`src/usx_regs.svh`:
```
`ifndef USX_REGS_SVH
`define USX_REGS_SVH

// ==========================================================
// Register offsets (byte addresses)
`define USX_OFF_DATA       8'h00
`define USX_OFF_IE_DLH     8'h04
`define USX_OFF_LINE_CTRL  8'h0C
`define USX_OFF_LINE_STAT  8'h14
`define USX_OFF_CTRL       8'h30
`define USX_OFF_SYNC_CTRL  8'h34

// ==========================================================
// Field positions
`define USX_CTRL_EN_BIT    0
`define USX_CTRL_MODE_LSB  1
`define USX_CTRL_RX_ENABLE_BIT_BIT  6
`define USX_CTRL_TX_ENABLE_BIT_BIT  7
`define USX_SYNC_IDLE_BIT  0
`define USX_SYNC_EDGE_BIT  1
`define USX_LC_PAR_EN_BIT  3
`define USX_LC_EVEN_BIT    4
`define USX_LC_BREAK_BIT   6
`define USX_LC_DIVISOR_ACCESS_SELECT_BIT    7
`define USX_IE_MASK        32'h0000071F
`define USX_LS_RDR_BIT     0
`define USX_LS_OVR_BIT     1
`define USX_LS_THRE_BIT    5
`define USX_LS_TEMT_BIT    6

// ==========================================================
// Reset values and encodings
`define USX_RST_WORD       32'h00000000
`define USX_MODE_SYNC      3'h4
`define USX_RESP_OKAY      2'h0
`define USX_RESP_SLVERR    2'h2

// ==========================================================
// Timing: sub-bit ticks per bit and the clock-edge point
`define USX_TICKS_PER_BIT  16
`define USX_SUB_LAST       4'hF
`define USX_SUB_HALF       4'h8

`endif

```
`src/usx_pkg.sv`:
```
// ==========================================================
// Shared types
package usx_pkg;

  // Gray codes along idle, start, data, parity, stop
  typedef enum logic [2:0] {
    USX_IDLE   = 3'h0,
    USX_START  = 3'h1,
    USX_DATA   = 3'h3,
    USX_PARITY = 3'h2,
    USX_STOP   = 3'h6
  } usx_tx_state_t;

  typedef logic [7:0] usx_byte_t;

endpackage : usx_pkg

```
`src/usx_fifo.sv`:
```
`timescale 1ns/1ns
// ==========================================================
// Character FIFO with registered head data
module usx_fifo import usx_pkg::*; #(
  parameter int WIDTH = 8,
  parameter int DEPTH = 16
) (
  // Clock and reset
  input  wire logic             aclk,
  input  wire logic             aresetn,
  // Write side
  input  wire logic             push,
  input  wire logic [WIDTH-1:0] wr_data,
  output logic                  full,
  // Read side
  input  wire logic             pop,
  output logic [WIDTH-1:0]      rd_data,
  output logic                  empty
);
  localparam int AW = $clog2(DEPTH);

  if (DEPTH < 2 || (1 << AW) != DEPTH) begin : g_chk
    $error("usx_fifo: DEPTH must be a power of two, at least 2");
  end

  logic [WIDTH-1:0] mem [DEPTH];
  logic [AW-1:0]    wr_ptr;
  logic [AW-1:0]    rd_ptr;
  logic [AW:0]      count;
  logic             do_push;
  logic             do_pop;
  logic [AW-1:0]    next_rd_ptr;

  assign full        = (count == (AW+1)'(DEPTH));
  assign empty       = (count == '0);
  assign do_push     = push && !full;
  assign do_pop      = pop && !empty;
  assign next_rd_ptr = do_pop ? rd_ptr + 1'b1 : rd_ptr;

  always_ff @(posedge aclk) begin
    if (do_push) begin
      mem[wr_ptr] <= wr_data;
    end
  end

  always_ff @(posedge aclk) begin
    if (!aresetn) begin
      wr_ptr <= '0;
      rd_ptr <= '0;
      count  <= '0;
    end else begin
      if (do_push) begin
        wr_ptr <= wr_ptr + 1'b1;
      end
      rd_ptr <= next_rd_ptr;
      count  <= count + (AW+1)'(do_push) - (AW+1)'(do_pop);
    end
  end

  // Head word bypasses the array when it is being written this cycle
  always_ff @(posedge aclk) begin
    if (!aresetn) begin
      rd_data <= '0;
    end else if (do_push && wr_ptr == next_rd_ptr) begin
      rd_data <= wr_data;
    end else begin
      rd_data <= mem[next_rd_ptr];
    end
  end

endmodule : usx_fifo

```
`src/usx_baud.sv`:
```
`timescale 1ns/1ns
// ==========================================================
// Baud generator: one tick per divisor clocks (16x bit rate)
module usx_baud import usx_pkg::*; (
  // Clock and reset
  input  wire logic        aclk,
  input  wire logic        aresetn,
  // Divisor and tick
  input  wire logic [15:0] divisor,
  output logic             tick
);
  logic [15:0] count;
  logic [15:0] reload;

  // A zero divisor behaves like one, so the tick never stops
  assign reload = (divisor == 16'h0000) ? 16'h0000
                                        : divisor - 16'h0001;
  assign tick   = (count == 16'h0000);

  always_ff @(posedge aclk) begin
    if (!aresetn) begin
      count <= 16'h0000;
    end else if (tick || count > reload) begin
      count <= reload;
    end else begin
      count <= count - 16'h0001;
    end
  end

endmodule : usx_baud

```
`src/usx_top.sv`:
```
`timescale 1ns/1ns
`include "usx_regs.svh"

module usx_top import usx_pkg::*; #(
  parameter int FIFO_DEPTH = 16
) (
  // Clock and reset
  input  wire logic        aclk,
  input  wire logic        aresetn,
  // AXI4-Lite write address
  input  wire logic        s_axi_awvalid,
  output logic             s_axi_awready,
  input  wire logic [7:0]  s_axi_awaddr,
  // AXI4-Lite write data
  input  wire logic        s_axi_wvalid,
  output logic             s_axi_wready,
  input  wire logic [31:0] s_axi_wdata,
  input  wire logic [3:0]  s_axi_wstrb,
  // AXI4-Lite write response
  output logic             s_axi_bvalid,
  input  wire logic        s_axi_bready,
  output logic [1:0]       s_axi_bresp,
  // AXI4-Lite read address
  input  wire logic        s_axi_arvalid,
  output logic             s_axi_arready,
  input  wire logic [7:0]  s_axi_araddr,
  // AXI4-Lite read data
  output logic             s_axi_rvalid,
  input  wire logic        s_axi_rready,
  output logic [31:0]      s_axi_rdata,
  output logic [1:0]       s_axi_rresp,
  // Serial pins
  output logic             serial_tx_line,
  input  wire logic        serial_rx_line,
  output logic             serial_clk
);

  // ==========================================================
  // Register state
  logic        usart_en;
  logic [2:0]  mode;
  logic        rx_enable_bit;
  logic        tx_enable_bit;
  logic        clock_idle_level;
  logic        clock_sample_edge;
  logic [7:0]  line_control_reg;
  logic [7:0]  divisor_low;
  logic [7:0]  divisor_high_byte;
  logic [31:0] interrupt_enable;
  logic        overrun;
  logic        tx_idle;

  logic        divisor_access_select;
  logic        sync_on;
  logic [3:0]  word_len;
  logic        tick;

  assign divisor_access_select = line_control_reg[`USX_LC_DIVISOR_ACCESS_SELECT_BIT];
  assign sync_on  = usart_en && (mode == `USX_MODE_SYNC);
  assign word_len = 4'h5 + {2'h0, line_control_reg[1:0]};

  // ==========================================================
  // FIFOs and baud generator
  logic      tx_push;
  logic      tx_pop;
  logic      tx_full;
  logic      tx_empty;
  usx_byte_t tx_head;
  logic      rx_push;
  logic      rx_pop;
  logic      rx_full;
  logic      rx_empty;
  usx_byte_t rx_head;
  usx_byte_t rx_char;
  logic [31:0] w_word;

  usx_fifo #(.WIDTH(8), .DEPTH(FIFO_DEPTH)) u_tx_fifo (
    .aclk    (aclk),
    .aresetn (aresetn),
    .push    (tx_push),
    .wr_data (w_word[7:0]),
    .full    (tx_full),
    .pop     (tx_pop),
    .rd_data (tx_head),
    .empty   (tx_empty)
  );

  usx_fifo #(.WIDTH(8), .DEPTH(FIFO_DEPTH)) u_rx_fifo (
    .aclk    (aclk),
    .aresetn (aresetn),
    .push    (rx_push),
    .wr_data (rx_char),
    .full    (rx_full),
    .pop     (rx_pop),
    .rd_data (rx_head),
    .empty   (rx_empty)
  );

  usx_baud u_baud (
    .aclk    (aclk),
    .aresetn (aresetn),
    .divisor ({divisor_high_byte, divisor_low}),
    .tick    (tick)
  );

  // ==========================================================
  // AXI4-Lite write channel: address and data taken in either order
  logic       aw_held;
  logic       w_held;
  logic [7:0] aw_addr;
  logic [7:0] w_byte;
  logic       wr_fire;

  assign s_axi_awready = !aw_held;
  assign s_axi_wready  = !w_held;
  assign wr_fire       = aw_held && w_held && !s_axi_bvalid;

  always_ff @(posedge aclk) begin
    if (!aresetn) begin
      aw_held <= 1'b0;
      aw_addr <= 8'h00;
    end else if (s_axi_awvalid && s_axi_awready) begin
      aw_held <= 1'b1;
      aw_addr <= s_axi_awaddr;
    end else if (wr_fire) begin
      aw_held <= 1'b0;
    end
  end

  always_ff @(posedge aclk) begin
    if (!aresetn) begin
      w_held <= 1'b0;
      w_word <= `USX_RST_WORD;
      w_byte <= 8'h00;
    end else if (s_axi_wvalid && s_axi_wready) begin
      w_held <= 1'b1;
      w_word <= s_axi_wdata;
      w_byte <= {4'h0, s_axi_wstrb};
    end else if (wr_fire) begin
      w_held <= 1'b0;
    end
  end

  logic wr_mapped;
  logic wr_lane0;
  logic wr_lane1;

  assign wr_lane0 = w_byte[0];
  assign wr_lane1 = w_byte[1];
  always_comb begin
    case (aw_addr)
      `USX_OFF_DATA, `USX_OFF_IE_DLH, `USX_OFF_LINE_CTRL,
      `USX_OFF_LINE_STAT, `USX_OFF_CTRL, `USX_OFF_SYNC_CTRL:
        wr_mapped = 1'b1;
      default:
        wr_mapped = 1'b0;
    endcase
  end

  // Transmit push uses the latched word, so the FIFO input is w_word
  assign tx_push = wr_fire && wr_lane0 && aw_addr == `USX_OFF_DATA
                   && !divisor_access_select;

  always_ff @(posedge aclk) begin
    if (!aresetn) begin
      s_axi_bvalid <= 1'b0;
      s_axi_bresp  <= `USX_RESP_OKAY;
    end else if (wr_fire) begin
      s_axi_bvalid <= 1'b1;
      s_axi_bresp  <= wr_mapped ? `USX_RESP_OKAY : `USX_RESP_SLVERR;
    end else if (s_axi_bready) begin
      s_axi_bvalid <= 1'b0;
    end
  end

  // ==========================================================
  // Register writes
  always_ff @(posedge aclk) begin
    if (!aresetn) begin
      divisor_low       <= 8'h00;
      divisor_high_byte <= 8'h00;
      interrupt_enable  <= `USX_RST_WORD;
    end else if (wr_fire && divisor_access_select && wr_lane0) begin
      if (aw_addr == `USX_OFF_DATA) begin
        divisor_low <= w_word[7:0];
      end else if (aw_addr == `USX_OFF_IE_DLH) begin
        divisor_high_byte <= w_word[7:0];
      end
    end else if (wr_fire && !divisor_access_select
                 && aw_addr == `USX_OFF_IE_DLH) begin
      // Enables are stored only; this block raises no interrupt itself
      if (wr_lane0) begin
        interrupt_enable[7:0] <= w_word[7:0] & 8'(`USX_IE_MASK);
      end
      if (wr_lane1) begin
        interrupt_enable[15:8] <= w_word[15:8] & 8'h07;
      end
    end
  end

  // Polarity and phase are taken at any time; software keeps them
  // steady while either direction is enabled.
  always_ff @(posedge aclk) begin
    if (!aresetn) begin
      usart_en          <= 1'b0;
      mode              <= 3'h0;
      rx_enable_bit     <= 1'b0;
      tx_enable_bit     <= 1'b0;
      clock_idle_level  <= 1'b0;
      clock_sample_edge <= 1'b0;
      line_control_reg  <= 8'h00;
    end else if (wr_fire && wr_lane0) begin
      case (aw_addr)
        `USX_OFF_CTRL: begin
          usart_en      <= w_word[`USX_CTRL_EN_BIT];
          mode          <= w_word[`USX_CTRL_MODE_LSB +: 3];
          rx_enable_bit <= w_word[`USX_CTRL_RX_ENABLE_BIT_BIT];
          tx_enable_bit <= w_word[`USX_CTRL_TX_ENABLE_BIT_BIT];
        end
        `USX_OFF_SYNC_CTRL: begin
          clock_idle_level  <= w_word[`USX_SYNC_IDLE_BIT];
          clock_sample_edge <= w_word[`USX_SYNC_EDGE_BIT];
        end
        `USX_OFF_LINE_CTRL: begin
          line_control_reg <= w_word[7:0];
        end
        default: begin
        end
      endcase
    end
  end

  // ==========================================================
  // AXI4-Lite read channel
  logic [31:0] next_rdata;
  logic [1:0]  next_rresp;
  logic        rd_take;
  logic [7:0]  ls_bits;

  assign s_axi_arready = !s_axi_rvalid;
  assign rd_take       = s_axi_arvalid && s_axi_arready;

  // Reading the head character pops it
  assign rx_pop = rd_take && s_axi_araddr == `USX_OFF_DATA
                  && !divisor_access_select;

  always_comb begin
    ls_bits = 8'h00;
    ls_bits[`USX_LS_RDR_BIT]  = !rx_empty;
    ls_bits[`USX_LS_OVR_BIT]  = overrun;
    ls_bits[`USX_LS_THRE_BIT] = tx_empty;
    ls_bits[`USX_LS_TEMT_BIT] = tx_empty && tx_idle;
  end

  always_comb begin
    next_rdata = `USX_RST_WORD;
    next_rresp = `USX_RESP_OKAY;
    case (s_axi_araddr)
      `USX_OFF_DATA:
        if (divisor_access_select) begin
          next_rdata = {24'h0, divisor_low};
        end else begin
          next_rdata = {24'h0, rx_head};
        end
      `USX_OFF_IE_DLH:
        if (divisor_access_select) begin
          next_rdata = {24'h0, divisor_high_byte};
        end else begin
          next_rdata = interrupt_enable;
        end
      `USX_OFF_LINE_CTRL: next_rdata = {24'h0, line_control_reg};
      `USX_OFF_LINE_STAT: next_rdata = {24'h0, ls_bits};
      `USX_OFF_CTRL:
        next_rdata = {24'h0, tx_enable_bit, rx_enable_bit, 2'h0,
                      mode, usart_en};
      `USX_OFF_SYNC_CTRL:
        next_rdata = {30'h0, clock_sample_edge, clock_idle_level};
      default: next_rresp = `USX_RESP_SLVERR;
    endcase
  end

  always_ff @(posedge aclk) begin
    if (!aresetn) begin
      s_axi_rvalid <= 1'b0;
      s_axi_rdata  <= `USX_RST_WORD;
      s_axi_rresp  <= `USX_RESP_OKAY;
    end else if (rd_take) begin
      s_axi_rvalid <= 1'b1;
      s_axi_rdata  <= next_rdata;
      s_axi_rresp  <= next_rresp;
    end else if (s_axi_rready) begin
      s_axi_rvalid <= 1'b0;
    end
  end

  // ==========================================================
  // Transmitter
  usx_tx_state_t state;
  logic [3:0]    sub;
  logic [3:0]    bit_cnt;
  usx_byte_t     tx_shift;
  logic          parity;
  logic          send_break;
  logic          bit_end;

  assign tx_idle    = (state == USX_IDLE);
  assign send_break = line_control_reg[`USX_LC_BREAK_BIT];
  assign bit_end    = tick && sub == `USX_SUB_LAST;
  // Characters start only with the transmitter enabled and no break
  assign tx_pop = tx_idle && tick && sync_on && tx_enable_bit
                  && !tx_empty && !send_break;

  always_ff @(posedge aclk) begin
    if (!aresetn) begin
      state    <= USX_IDLE;
      sub      <= 4'h0;
      bit_cnt  <= 4'h0;
      tx_shift <= 8'h00;
      parity   <= 1'b0;
    end else begin
      if (tick) begin
        sub <= sub + 4'h1;
      end
      case (state)
        USX_IDLE:
          if (tx_pop) begin
            state    <= USX_START;
            sub      <= 4'h1;
            tx_shift <= tx_head;
            parity   <= !line_control_reg[`USX_LC_EVEN_BIT];
          end
        USX_START:
          if (bit_end) begin
            state   <= USX_DATA;
            bit_cnt <= 4'h0;
          end
        USX_DATA:
          if (bit_end) begin
            parity   <= parity ^ tx_shift[0];
            tx_shift <= {1'b0, tx_shift[7:1]};
            bit_cnt  <= bit_cnt + 4'h1;
            if (bit_cnt == word_len - 4'h1) begin
              state <= line_control_reg[`USX_LC_PAR_EN_BIT]
                       ? USX_PARITY : USX_STOP;
            end
          end
        USX_PARITY:
          if (bit_end) begin
            state <= USX_STOP;
          end
        USX_STOP:
          if (bit_end) begin
            state <= USX_IDLE;
          end
        default: state <= USX_IDLE;
      endcase
    end
  end

  // ==========================================================
  // Serial outputs: line and clock both from flip-flops
  logic clk_active;
  logic next_serial_clk;

  // Phase 0: clock active in the second half, leading edge mid-bit.
  // Phase 1: active in the first half, trailing edge mid-bit.
  assign clk_active = (state == USX_DATA || state == USX_PARITY)
                      && (clock_sample_edge ? sub < `USX_SUB_HALF
                                            : sub >= `USX_SUB_HALF);
  assign next_serial_clk = clock_idle_level ^ clk_active;

  always_ff @(posedge aclk) begin
    if (!aresetn) begin
      serial_tx_line <= 1'b1;
      serial_clk     <= 1'b0;
    end else begin
      serial_clk <= next_serial_clk;
      if (send_break && tx_idle) begin
        serial_tx_line <= 1'b0;
      end else begin
        case (state)
          USX_START:  serial_tx_line <= 1'b0;
          USX_DATA:   serial_tx_line <= tx_shift[0];
          USX_PARITY: serial_tx_line <= parity;
          default:    serial_tx_line <= 1'b1;
        endcase
      end
    end
  end
  // The clock pin has no input path at all, so no transfer can be
  // timed from outside.

  // ==========================================================
  // Receiver: two-flop synchroniser, one sample per data bit
  logic      rx_meta;
  logic      rx_sync;
  logic      rx_sample;
  usx_byte_t rx_shift;
  logic      rx_bits_in;

  always_ff @(posedge aclk) begin
    if (!aresetn) begin
      rx_meta <= 1'b1;
      rx_sync <= 1'b1;
    end else begin
      rx_meta <= serial_rx_line;
      rx_sync <= rx_meta;
    end
  end

  // Sample where the chosen edge is about to appear on the pin
  assign rx_sample = sync_on && rx_enable_bit && state == USX_DATA
                     && next_serial_clk != serial_clk
                     && (next_serial_clk != clock_idle_level)
                        == !clock_sample_edge;
  assign rx_char = rx_shift >> (4'h8 - word_len);
  assign rx_push = rx_bits_in && state == USX_STOP && bit_end;

  always_ff @(posedge aclk) begin
    if (!aresetn) begin
      rx_shift   <= 8'h00;
      rx_bits_in <= 1'b0;
    end else if (rx_sample) begin
      rx_shift   <= {rx_sync, rx_shift[7:1]};
      rx_bits_in <= 1'b1;
    end else if (tx_pop || rx_push) begin
      rx_bits_in <= 1'b0;
    end
  end

  // Overrun: a character lost to a full FIFO; reading status clears it
  always_ff @(posedge aclk) begin
    if (!aresetn) begin
      overrun <= 1'b0;
    end else if (rx_push && rx_full) begin
      overrun <= 1'b1;
    end else if (rd_take && s_axi_araddr == `USX_OFF_LINE_STAT) begin
      overrun <= 1'b0;
    end
  end

endmodule : usx_top

```
`config.mk`:
```
export PLATFORM = sky130hd
export DESIGN_NAME = usx_top
export DESIGN_NICKNAME = d
export VERILOG_FILES = /design/src/usx_pkg.sv /design/src/usx_fifo.sv /design/src/usx_baud.sv /design/src/usx_top.sv
export VERILOG_INCLUDE_DIRS = /design/src
export SDC_FILE = /design/constraint.sdc
export NUM_CORES = 1
export LEC_CHECK = 0
export BUFFER_PORTS_ARGS = -buffer_cell sky130_fd_sc_hd__buf_2
export CORE_MARGIN = 10
export CORE_UTILIZATION = 35
export CTS_CLUSTER_DIAMETER = 60
export DETAILED_ROUTE_END_ITERATION = 8
export MAX_ROUTING_LAYER = met4
export PLACE_DENSITY_LB_ADDON = 0.12
export SLEW_MARGIN = 20
export SYNTH_ARGS = -nofsm -noshare
export SYNTH_HDL_FRONTEND = slang
export SYNTH_HIERARCHICAL = 1
export SYNTH_SLANG_ARGS = --single-unit
```
`constraint.sdc`:
```
create_clock -name aclk -period 5.6 [get_ports aclk]
set_input_delay 1.12 -clock aclk [delete_from_list [all_inputs] [get_ports aclk]]
set_output_delay 1.12 -clock aclk [all_outputs]
set_load 0.02 [all_outputs]
```
==> results of run 1 <==
-- cell type report --
type                            count  area [µm²]
Inverter                           49         184
Sequential cell                   426       11100
Clock inverter                     25         240
Fill cell                        5913       37200
Clock buffer                       64        1350
Multi-Input combinational cell   1326        9810
Tap cell                          837        1050
Timing Repair Buffer              106         671
-- cell families after synthesis --
logic type	Yosys count	share of synthesized area [%]
muxes	221	10.5
xor gates and xnor gates	50	2.28
buffers and inverters	203	4.56
AOI/OAI and AO/OA	509	17.3
DFF	426	50.9
adders and majority gates	48	2.83
other	1	0.0172
and+or+nand+nor	475	11.6
-- report_power, final --
group	switching, W	internal, W	total (W)
Combinational	0.000418	0.000286	0.000704
Sequential	0.0000706	0.00335	0.00342
Clock	0.00131	0.00189	0.00320
-- cells in the final DEF, fill, tap and decap left out, types with 13 or more instances in the layout --
cell type,n
a21boi_0,18
a21oi_1,98
a221o_1,40
a221oi_1,74
and2_1,21
buf_2,55
buf_4,50
clkbuf_16,52
conb_1,23
dfxtp_1,165
edfxtp_1,256
ha_1,46
inv_1,44
mux2i_1,208
nand2_1,135
nand2b_1,14
nand3_1,31
nor2_1,98
nor2b_1,32
nor3_1,21
nor4_1,13
o21ai_0,88
o21ai_1,14
o22a_1,30
o22ai_1,19
o32a_1,32
or3_1,23
xnor2_1,27
xor2_1,19
-- stage by stage --
stage | total power, W | hold slack (ps) | instances | util [%] | instance area [µm²]
global placement | 0.00419 | 391 | 2744 | 37.0 | 22800
detailed placement | 0.00420 | 414 | 2744 | 37.0 | 22800
finish | 0.00732 | 422 | 2833 | 39.6 | 24400
global route | 0.00764 | 441 | 2833 | 39.6 | 24400
CTS | 0.00742 | 420 | 2833 | 39.6 | 24400
floorplan | 0.00399 | 386 | 1955 | - | 21900
-- layer usage --
metal | part of all wire [%] | vias up
met1 | 43 | 7765
met2 | 50 | 302
met3 | 3.2 | 100
met5 | 0 | -
li1 | - | 7448
met4 | 3.3 | 0
-- how the worst min path moves through the flow --
stage | from | to | cells past startpoint
floorplan | rx_meta | rx_sync | 1
finish | rx_meta | rx_sync | 1
detailed placement | rx_meta | rx_sync | 1
global placement | rx_meta | rx_sync | 1
global route | rx_meta | rx_sync | 1
CTS | rx_meta | rx_sync | 1
-- critical path: stages (launching register included) --
cell and delay (ps):
dfxtp_1 350, nor4_1 510, nand2b_1 150, nor4b_1 290, buf_4 230, and4bb_2 290
nand2_1 60, or4_1 560, inv_1 160, inv_1 60, nor2_1 390, ha_1 190
inv_1 40, ha_1 190, fa_1 410, a21oi_1 160, nor2_1 60, or3_1 330
and3_1 180
==> run summary, run 1 <==
met2 global-route usage = 27.5%
GP Congestion = 0.809
GR Layer Usage met1 = 19.8%
Yosys top cell area share = 35.3%
Post-Synthesis Cell Area = 21800 µm²
post-synthesis register bit count = 426
Final Hold Viols = 0
Die X-Extent = 269 µm
Max IR drop VDD = 0.199 mV
setup tns final = 0 ps
clk slew on worst S/H paths = 60 ps
WL/cell = 21.2 µm
CTS Hold Bufs = 0
DR vias/cell = 5.51
Routed Antenna Nets = 0
# port buffers = 56
first-pass GRT wire length = 91.3 mm
DR DRC count = 0
fmax = 212 MHz
Area Overhead vs Synth = 12.1%
P_leak = 7.85 nW
Post-Route WL = 60.0 mm
hpwl dp = 39.2 mm
via count = 15615
Post-CTS Setup Bufs = 0
CP max FO = 7
largest net degree at the start of global routing = 72
Critical path origin = u_baud/count[12]
Top Registers = u_rx_fifo/mem: 128 flops, u_tx_fifo/mem: 128 flops, u_baud/count: 16 flops
vias in the first global route = 14985
Setup WS post-layout = 874 ps
TritonCTS clock tree = done
crit path to = u_tx_fifo/count[4]
1st-iter DRT viols = 1213
Total GRT Usage = 16.3%
layout net count = 2066
Post-synth top flop = edfxtp_1
Initial Utilization = 35.3%
Inserted Diodes = 0
Crit. End Element = flop
worst r2r src = u_baud/count[12]
Die Y = 269 µm
clk_skew = 31.6 ps
Worst R2R End = u_tx_fifo/count[4]
Critical Path AT = 5190 ps
Site Rows = 91
RSZ-0062 raised after global routing = no
Tcrit/Tclk final = 84.4%
status = finished, final reports clean
synth unique cells = 88
later-pin clock latency in the skew report = 590 ps
Max Buffers Root-to-Sink = 3
Commonest cells post-synth = edfxtp_1 (256), mux2i_1 (208), dfxtp_1 (170)
Tmin final = 4730 ps
Root Buffer = clkbuf_16
P per Cell Area = 300 nW/µm²
antenna violations before repair = 0
Synth area leader = edfxtp_1
R2R setup slack = 870 ps
Max-Cap Viols = 0
Critical Path Source Type = flop
share of post-route cells with drive strength above 1 = 12.2%
Worst-Margin Slew = 1110 ps
post-cts gate resize count = 0
asr flop ratio synth = 0%
core footprint = 61600 µm²
Max Slew Vio Count = 0
Seq/Total Area, Yosys = 50.9%
htree depth = 2
Most Crowded Layer GR = met2
CTS sink cnt = 426
dpl ws = 828 ps
GR Util met3 = 1.99%
Slew headroom = 25.7%
TritonCTS buffer count = 49
Hold Crit Class = flop to flop
worst-case reg-to-reg path depth = 18
die area = 72600 µm²
kind of critical path = flop to flop
Final Setup Violations = 0
top-count cell post-synth = edfxtp_1
EDFF count, synth = 256
# IOs = 103
Pre-antenna DRT Iters = 6
post-synthesis area per instance = 11.3 µm²
synth top area cells = edfxtp_1 (35%), dfxtp_1 (16%), mux2i_1 (9.6%)
Yosys warnings = 6
cells after synthesis = 1933
GRT overflow = 0
CP Data Required Time = 6060 ps
Note: power is estimated with default switching activity, not from simulation.
==> run 2: changes to the inputs <==
==> constraint.sdc (replaced) <==
create_clock -name aclk -period 4.15 [get_ports aclk]
set_input_delay 0.83 -clock aclk [delete_from_list [all_inputs] [get_ports aclk]]
set_output_delay 0.83 -clock aclk [all_outputs]
set_load 0.02 [all_outputs]
==> run summary, run 2 (synthesis results as in run 1) <==
first-pass GRT wire length = 90.9 mm
GR Util met3 = 2.25%
Pre-antenna DRT Iters = 6
hpwl dp = 39.9 mm
most frequent cells in the layout = edfxtp_1 (256), mux2i_1 (208), dfxtp_1 (167)
Clock power frac = 43.8%
Critical path origin = u_baud/count[12]
core footprint = 61600 µm²
CP max FO = 5
Final Setup Violations = 0
commonest non-fill, non-tap cell in the layout = edfxtp_1
P per Cell Area = 403 nW/µm²
Combinational Power Share = 10.2%
Routed Antenna Nets = 0
final instance area = 24900 µm²
largest net degree at the start of global routing = 80
Die X-Extent = 269 µm
WL/cell = 20.8 µm
Slew headroom = 26.5%
Max Buffers Root-to-Sink = 3
Max IR drop VDD = 0.277 mV
Top Registers = u_rx_fifo/mem: 128 flops, u_tx_fifo/mem: 128 flops, u_baud/count: 16 flops
Root Buffer = clkbuf_16
GP Congestion = 0.823
worst r2r src = u_baud/count[12]
die area = 72600 µm²
Total GRT Usage = 16.3%
TritonCTS clock tree = done
Site Rows = 91
Max-Cap Viols = 0
via count = 15821
htree depth = 2
CP Data Required Time = 4610 ps
status = finished, final reports clean
Post-Route WL = 59.9 mm
Most Crowded Layer GR = met2
Reg power frac = 46.0%
# IOs = 103
later-pin clock latency in the skew report = 590 ps
Worst-Margin Slew = 1100 ps
CTS sink cnt = 426
share of post-route cells with drive strength above 1 = 14.5%
1st-iter DRT viols = 1035
GRT overflow = 0
Tmin final = 3950 ps
Hold Crit Class = flop to flop
clk slew on worst S/H paths = 60 ps
Area Overhead vs Synth = 14.3%
Hold Startpoint = rx_meta
antenna violations before repair = 0
Tcrit/Tclk final = 95.2%
TritonCTS buffer count = 51
layout net count = 2109
Critical Path Source Type = flop
vias in the first global route = 15332
internal power = 0.00755 W
P_leak = 8.13 nW
Max Slew Vio Count = 0
DR DRC count = 0
Initial Utilization = 35.3%
GR Layer Usage met1 = 18.9%
Die Y = 269 µm
RSZ-0062 raised after global routing = yes
clk_skew = 25.1 ps
area post-placement = 23200 µm²
Final Hold Viols = 0
Crit. End Element = flop
final core occ = 40.4%
# port buffers = 56
Inserted Diodes = 0
kind of critical path = flop to flop
PnR Total Power = 0.0100 W
switching share of power = 24.7%
Critical Path AT = 4410 ps
DR vias/cell = 5.50
switching pwr = 0.00248 W
fmax = 253 MHz
met2 global-route usage = 28.5%
run 2: power by group through the flow:
| stage | combinational [W] | sequential, W | clock [W] |
|---|---|---|---|
| after floorplan | 0.000705 | 0.00469 | 0 |
| after global placement | 0.00100 | 0.00470 | 0 |
| after detailed placement | 0.00102 | 0.00470 | 0 |
| after CTS | 0.00103 | 0.00461 | 0.00451 |
| after global routing | 0.00116 | 0.00462 | 0.00468 |
| final | 0.00103 | 0.00461 | 0.00439 |
run 2: per-stage QoR:
step / setup WS [ps] / hold WS [ps] / setup TNS [ps] / std cells
2_1_floorplan: 30.1 / 386 / 0 / 1955
3_3_place_gp: -22.7 / 397 / -22.7 / 2784
3_5_place_dp: 11.4 / 411 / 0 / 2784
4_1_cts: 24.2 / 410 / 0 / 2878
5_1_grt: -42.1 / 432 / -42.1 / 2879
6_report: 200 / 430 / 0 / 2879
run 2: final cells by class:
class | instances | area [µm²]
Fill cell | 5876 | 36700
Sequential cell | 426 | 11100
Multi-Input combinational cell | 1326 | 9870
Clock buffer | 63 | 1360
Tap cell | 837 | 1050
Timing Repair Buffer | 147 | 1040
Clock inverter | 31 | 282
Inverter | 49 | 184
run 2: worst paths after layout:
kind,end,slack [ps],cells after the start
min,rx_sync,430,1
max,u_tx_fifo/count[4],200,18
max reg2reg,u_tx_fifo/count[4],200,18
min reg2reg,rx_sync,430,1
run 2: per-layer routing:
metal,vias to the layer above,wire length [µm]
met3,102,2190
met4,0,1740
met2,323,30700
met5,-,0
met1,7835,25200
li1,7561,-
run 2: what timing repair did:
| item | in CTS | in global routing |
|---|---|---|
| hold buffers | 0 | 0 |
| gates resized for setup | 1 | 7 |
| setup endpoints to repair | 2 | 19 |
| buffers inserted | 0 | 1 |
| pin swaps | 0 | 1 |
run 2: critical path, stage by stage, from the launching register on:
cell and delay, ps:
dfxtp_1 370, nor4_4 310, nand2b_1 120, nor4b_2 270
buf_4 170, and4bb_2 270, nand2_1 60, or4_4 450
inv_2 70, inv_1 90, nor2_2 140, ha_1 130
inv_1 40, ha_1 200, fa_1 420, a21oi_2 160
nor2_1 50, or3_1 320, and3_1 180
==> run 3: changes to the inputs <==
--- a/config.mk
+++ b/config.mk
@@ -7,8 +7,9 @@
 export NUM_CORES = 1
 export LEC_CHECK = 0
 export BUFFER_PORTS_ARGS = -buffer_cell sky130_fd_sc_hd__buf_2
+export CORE_ASPECT_RATIO = 0.9
 export CORE_MARGIN = 10
-export CORE_UTILIZATION = 35
+export CORE_UTILIZATION = 45
 export CTS_CLUSTER_DIAMETER = 60
 export DETAILED_ROUTE_END_ITERATION = 8
 export MAX_ROUTING_LAYER = met4
==> run summary, run 3 (synthesis results as in run 1) <==
CTS Hold Bufs = 0
Site Rows = 76
GRT overflow = 0
RSZ-0062 raised after global routing = yes
Max stage delay on crit path = 550 ps
# IOs = 103
hpwl dp = 37.7 mm
Inserted Diodes = 0
Slew headroom = 23.1%
Post-Route WL = 57.5 mm
P per Cell Area = 407 nW/µm²
internal power = 0.00767 W
Final Setup Violations = 0
Area Overhead vs Synth = 14.3%
Setup WS post-layout = 225 ps
Critical path origin = divisor_low[0]
most used cell, CP = ha_1
via count = 16085
Worst-Margin Slew = 1150 ps
Critical Path Source Type = flop
largest net degree at the start of global routing = 109
layout net count = 2132
Crit. End Element = flop
Routed Antenna Nets = 0
number of fillers in the final layout = 4217
TritonCTS buffer count = 48
R2R setup slack = 220 ps
commonest non-fill, non-tap cell in the layout = edfxtp_1
P_leak = 8.27 nW
first-pass GRT wire length = 89.8 mm
switching share of power = 24.2%
DR vias/cell = 6.00
switching pwr = 0.00245 W
Worst R2R End = u_baud/count[3]
core footprint = 47800 µm²
worst-case reg-to-reg path depth = 12
M1 WL = 26.9 mm
Critical Path Slowest Stage Cell = or4b_4
Max Buffers Root-to-Sink = 3
met3 wire length = 3.18 mm
Tcrit/Tclk final = 94.6%
clk_skew = 16.8 ps
dpl ws = -33.0 ps
Hold Crit Class = input port to flop
Hold Startpoint = s_axi_rready
GP Congestion = 0.900
setup tns final = 0 ps
Final Hold Viols = 0
status = finished, final reports clean
Die X-Extent = 252 µm
area of the multi-input gates = 9880 µm²
Max IR drop VDD = 0.336 mV
Top Metal Used = met4
Non-Filler Instances = 2683
placed cell count = 2594
CTS sink cnt = 426
WL/cell = 21.4 µm
share of post-route cells with drive strength above 1 = 15.5%
kind of critical path = flop to flop
final core occ = 52.0%
later-pin clock latency in the skew report = 580 ps
# port buffers = 56
crit path to = u_baud/count[3]
worst r2r src = divisor_low[0]
Pre-antenna DRT Iters = 6
Clock power frac = 43.8%
die area = 57600 µm²
Reg area = 11100 µm²
Total GRT Usage = 20.0%
met2 wire length = 26.2 mm
fmax = 255 MHz
Tmin final = 3930 ps
Top Registers = u_rx_fifo/mem: 128 flops, u_tx_fifo/mem: 128 flops, u_baud/count: 16 flops
Initial Utilization = 45.5%
Combinational Power Share = 10.6%
WHS Path Cells = 2
htree depth = 2
CP max FO = 9
Root Buffer = clkbuf_16
most frequent cells in the layout = edfxtp_1 (256), mux2i_1 (208), dfxtp_1 (167)
1st-iter DRT viols = 1277
CP Data Required Time = 4630 ps
Max Slew Vio Count = 0
Max-Cap Viols = 0
TritonCTS clock tree = done
Reg power frac = 45.6%
crit-path cells = inv_1 -> ha_1 -> or4b_4 -> or4_4 -> a21oi_1 -> ha_1 -> nand4_1 -> o221ai_1 -> or3_1 -> a221oi_2 -> nor2_1 -> a211oi_1
antenna violations before repair = 1
clk slew on worst S/H paths = 60 ps
vias in the first global route = 15487
Die Y = 229 µm
DR DRC count = 0
Critical Path AT = 4410 ps
## run 3: cell types whose count changed in the layout (fill, tap and decap cells not counted), sizes merged
cell | before | now
buf | 147 | 173
bufinv | 4 | 7
clkbuf | 63 | 60
clkinv | 23 | 15
inv | 50 | 49
## run 3: worst min path at each step
stage | endpoint
global route | s_axi_rvalid
finish | s_axi_rvalid
floorplan | rx_sync
CTS | s_axi_rvalid
detailed placement | rx_shift[7]
global placement | rx_shift[7]
## run 3: timing repair
| action | 4_1_cts | 5_1_grt |
|---|---|---|
| buffers inserted | 0 | 3 |
| endpoints found under the setup margin | 6 | 26 |
| pin swaps | 0 | 1 |
| gates resized for setup | 1 | 7 |
## run 3: power groups by stage
stage	Sequential, W	Clock (W)	Combinational [W]
after floorplan	0.00469	0	0.000705
after global placement	0.00469	0	0.000983
after detailed placement	0.00469	0	0.00100
after CTS	0.00460	0.00453	0.00102
after global routing	0.00462	0.00471	0.00118
final	0.00461	0.00443	0.00108
## run 3: cell type report
| type | instances | share of cell area (%) |
|---|---|---|
| clock inverter | 25 | 1.31 |
| clock buffer | 60 | 5.30 |
| timing repair buffer | 173 | 5.19 |
| inverter | 49 | 0.744 |
| sequential | 426 | 44.6 |
| tap | 624 | 3.14 |
| multi-input combinational | 1326 | 39.7 |
## run 3: critical path, delay by kind of cell, from the launching register on
kind	cells	cell delay (ps)
AOI/OAI and AO/OA	4	1000
and+or+nand+nor	5	1940
DFF	1	350
adders and majority gates	2	480
buffers and inverters	1	70
## run 3: per-layer routing
metal | GRT usage (%) | vias to the layer above
met2 | 30.8 | 431
met1 | 27.4 | 7999
met5 | - | -
met3 | 2.75 | 74
li1 | - | 7581
met4 | 5.26 | 0
## run 3: through the flow
stage | total power (W) | cell area [µm²] | hold WS [ps]
global route | 0.0105 | 24900 | 436
floorplan | 0.00539 | 21900 | 386
global placement | 0.00567 | 23100 | 427
detailed placement | 0.00570 | 23100 | 427
CTS | 0.0102 | 24800 | 394
finish | 0.0101 | 24900 | 426
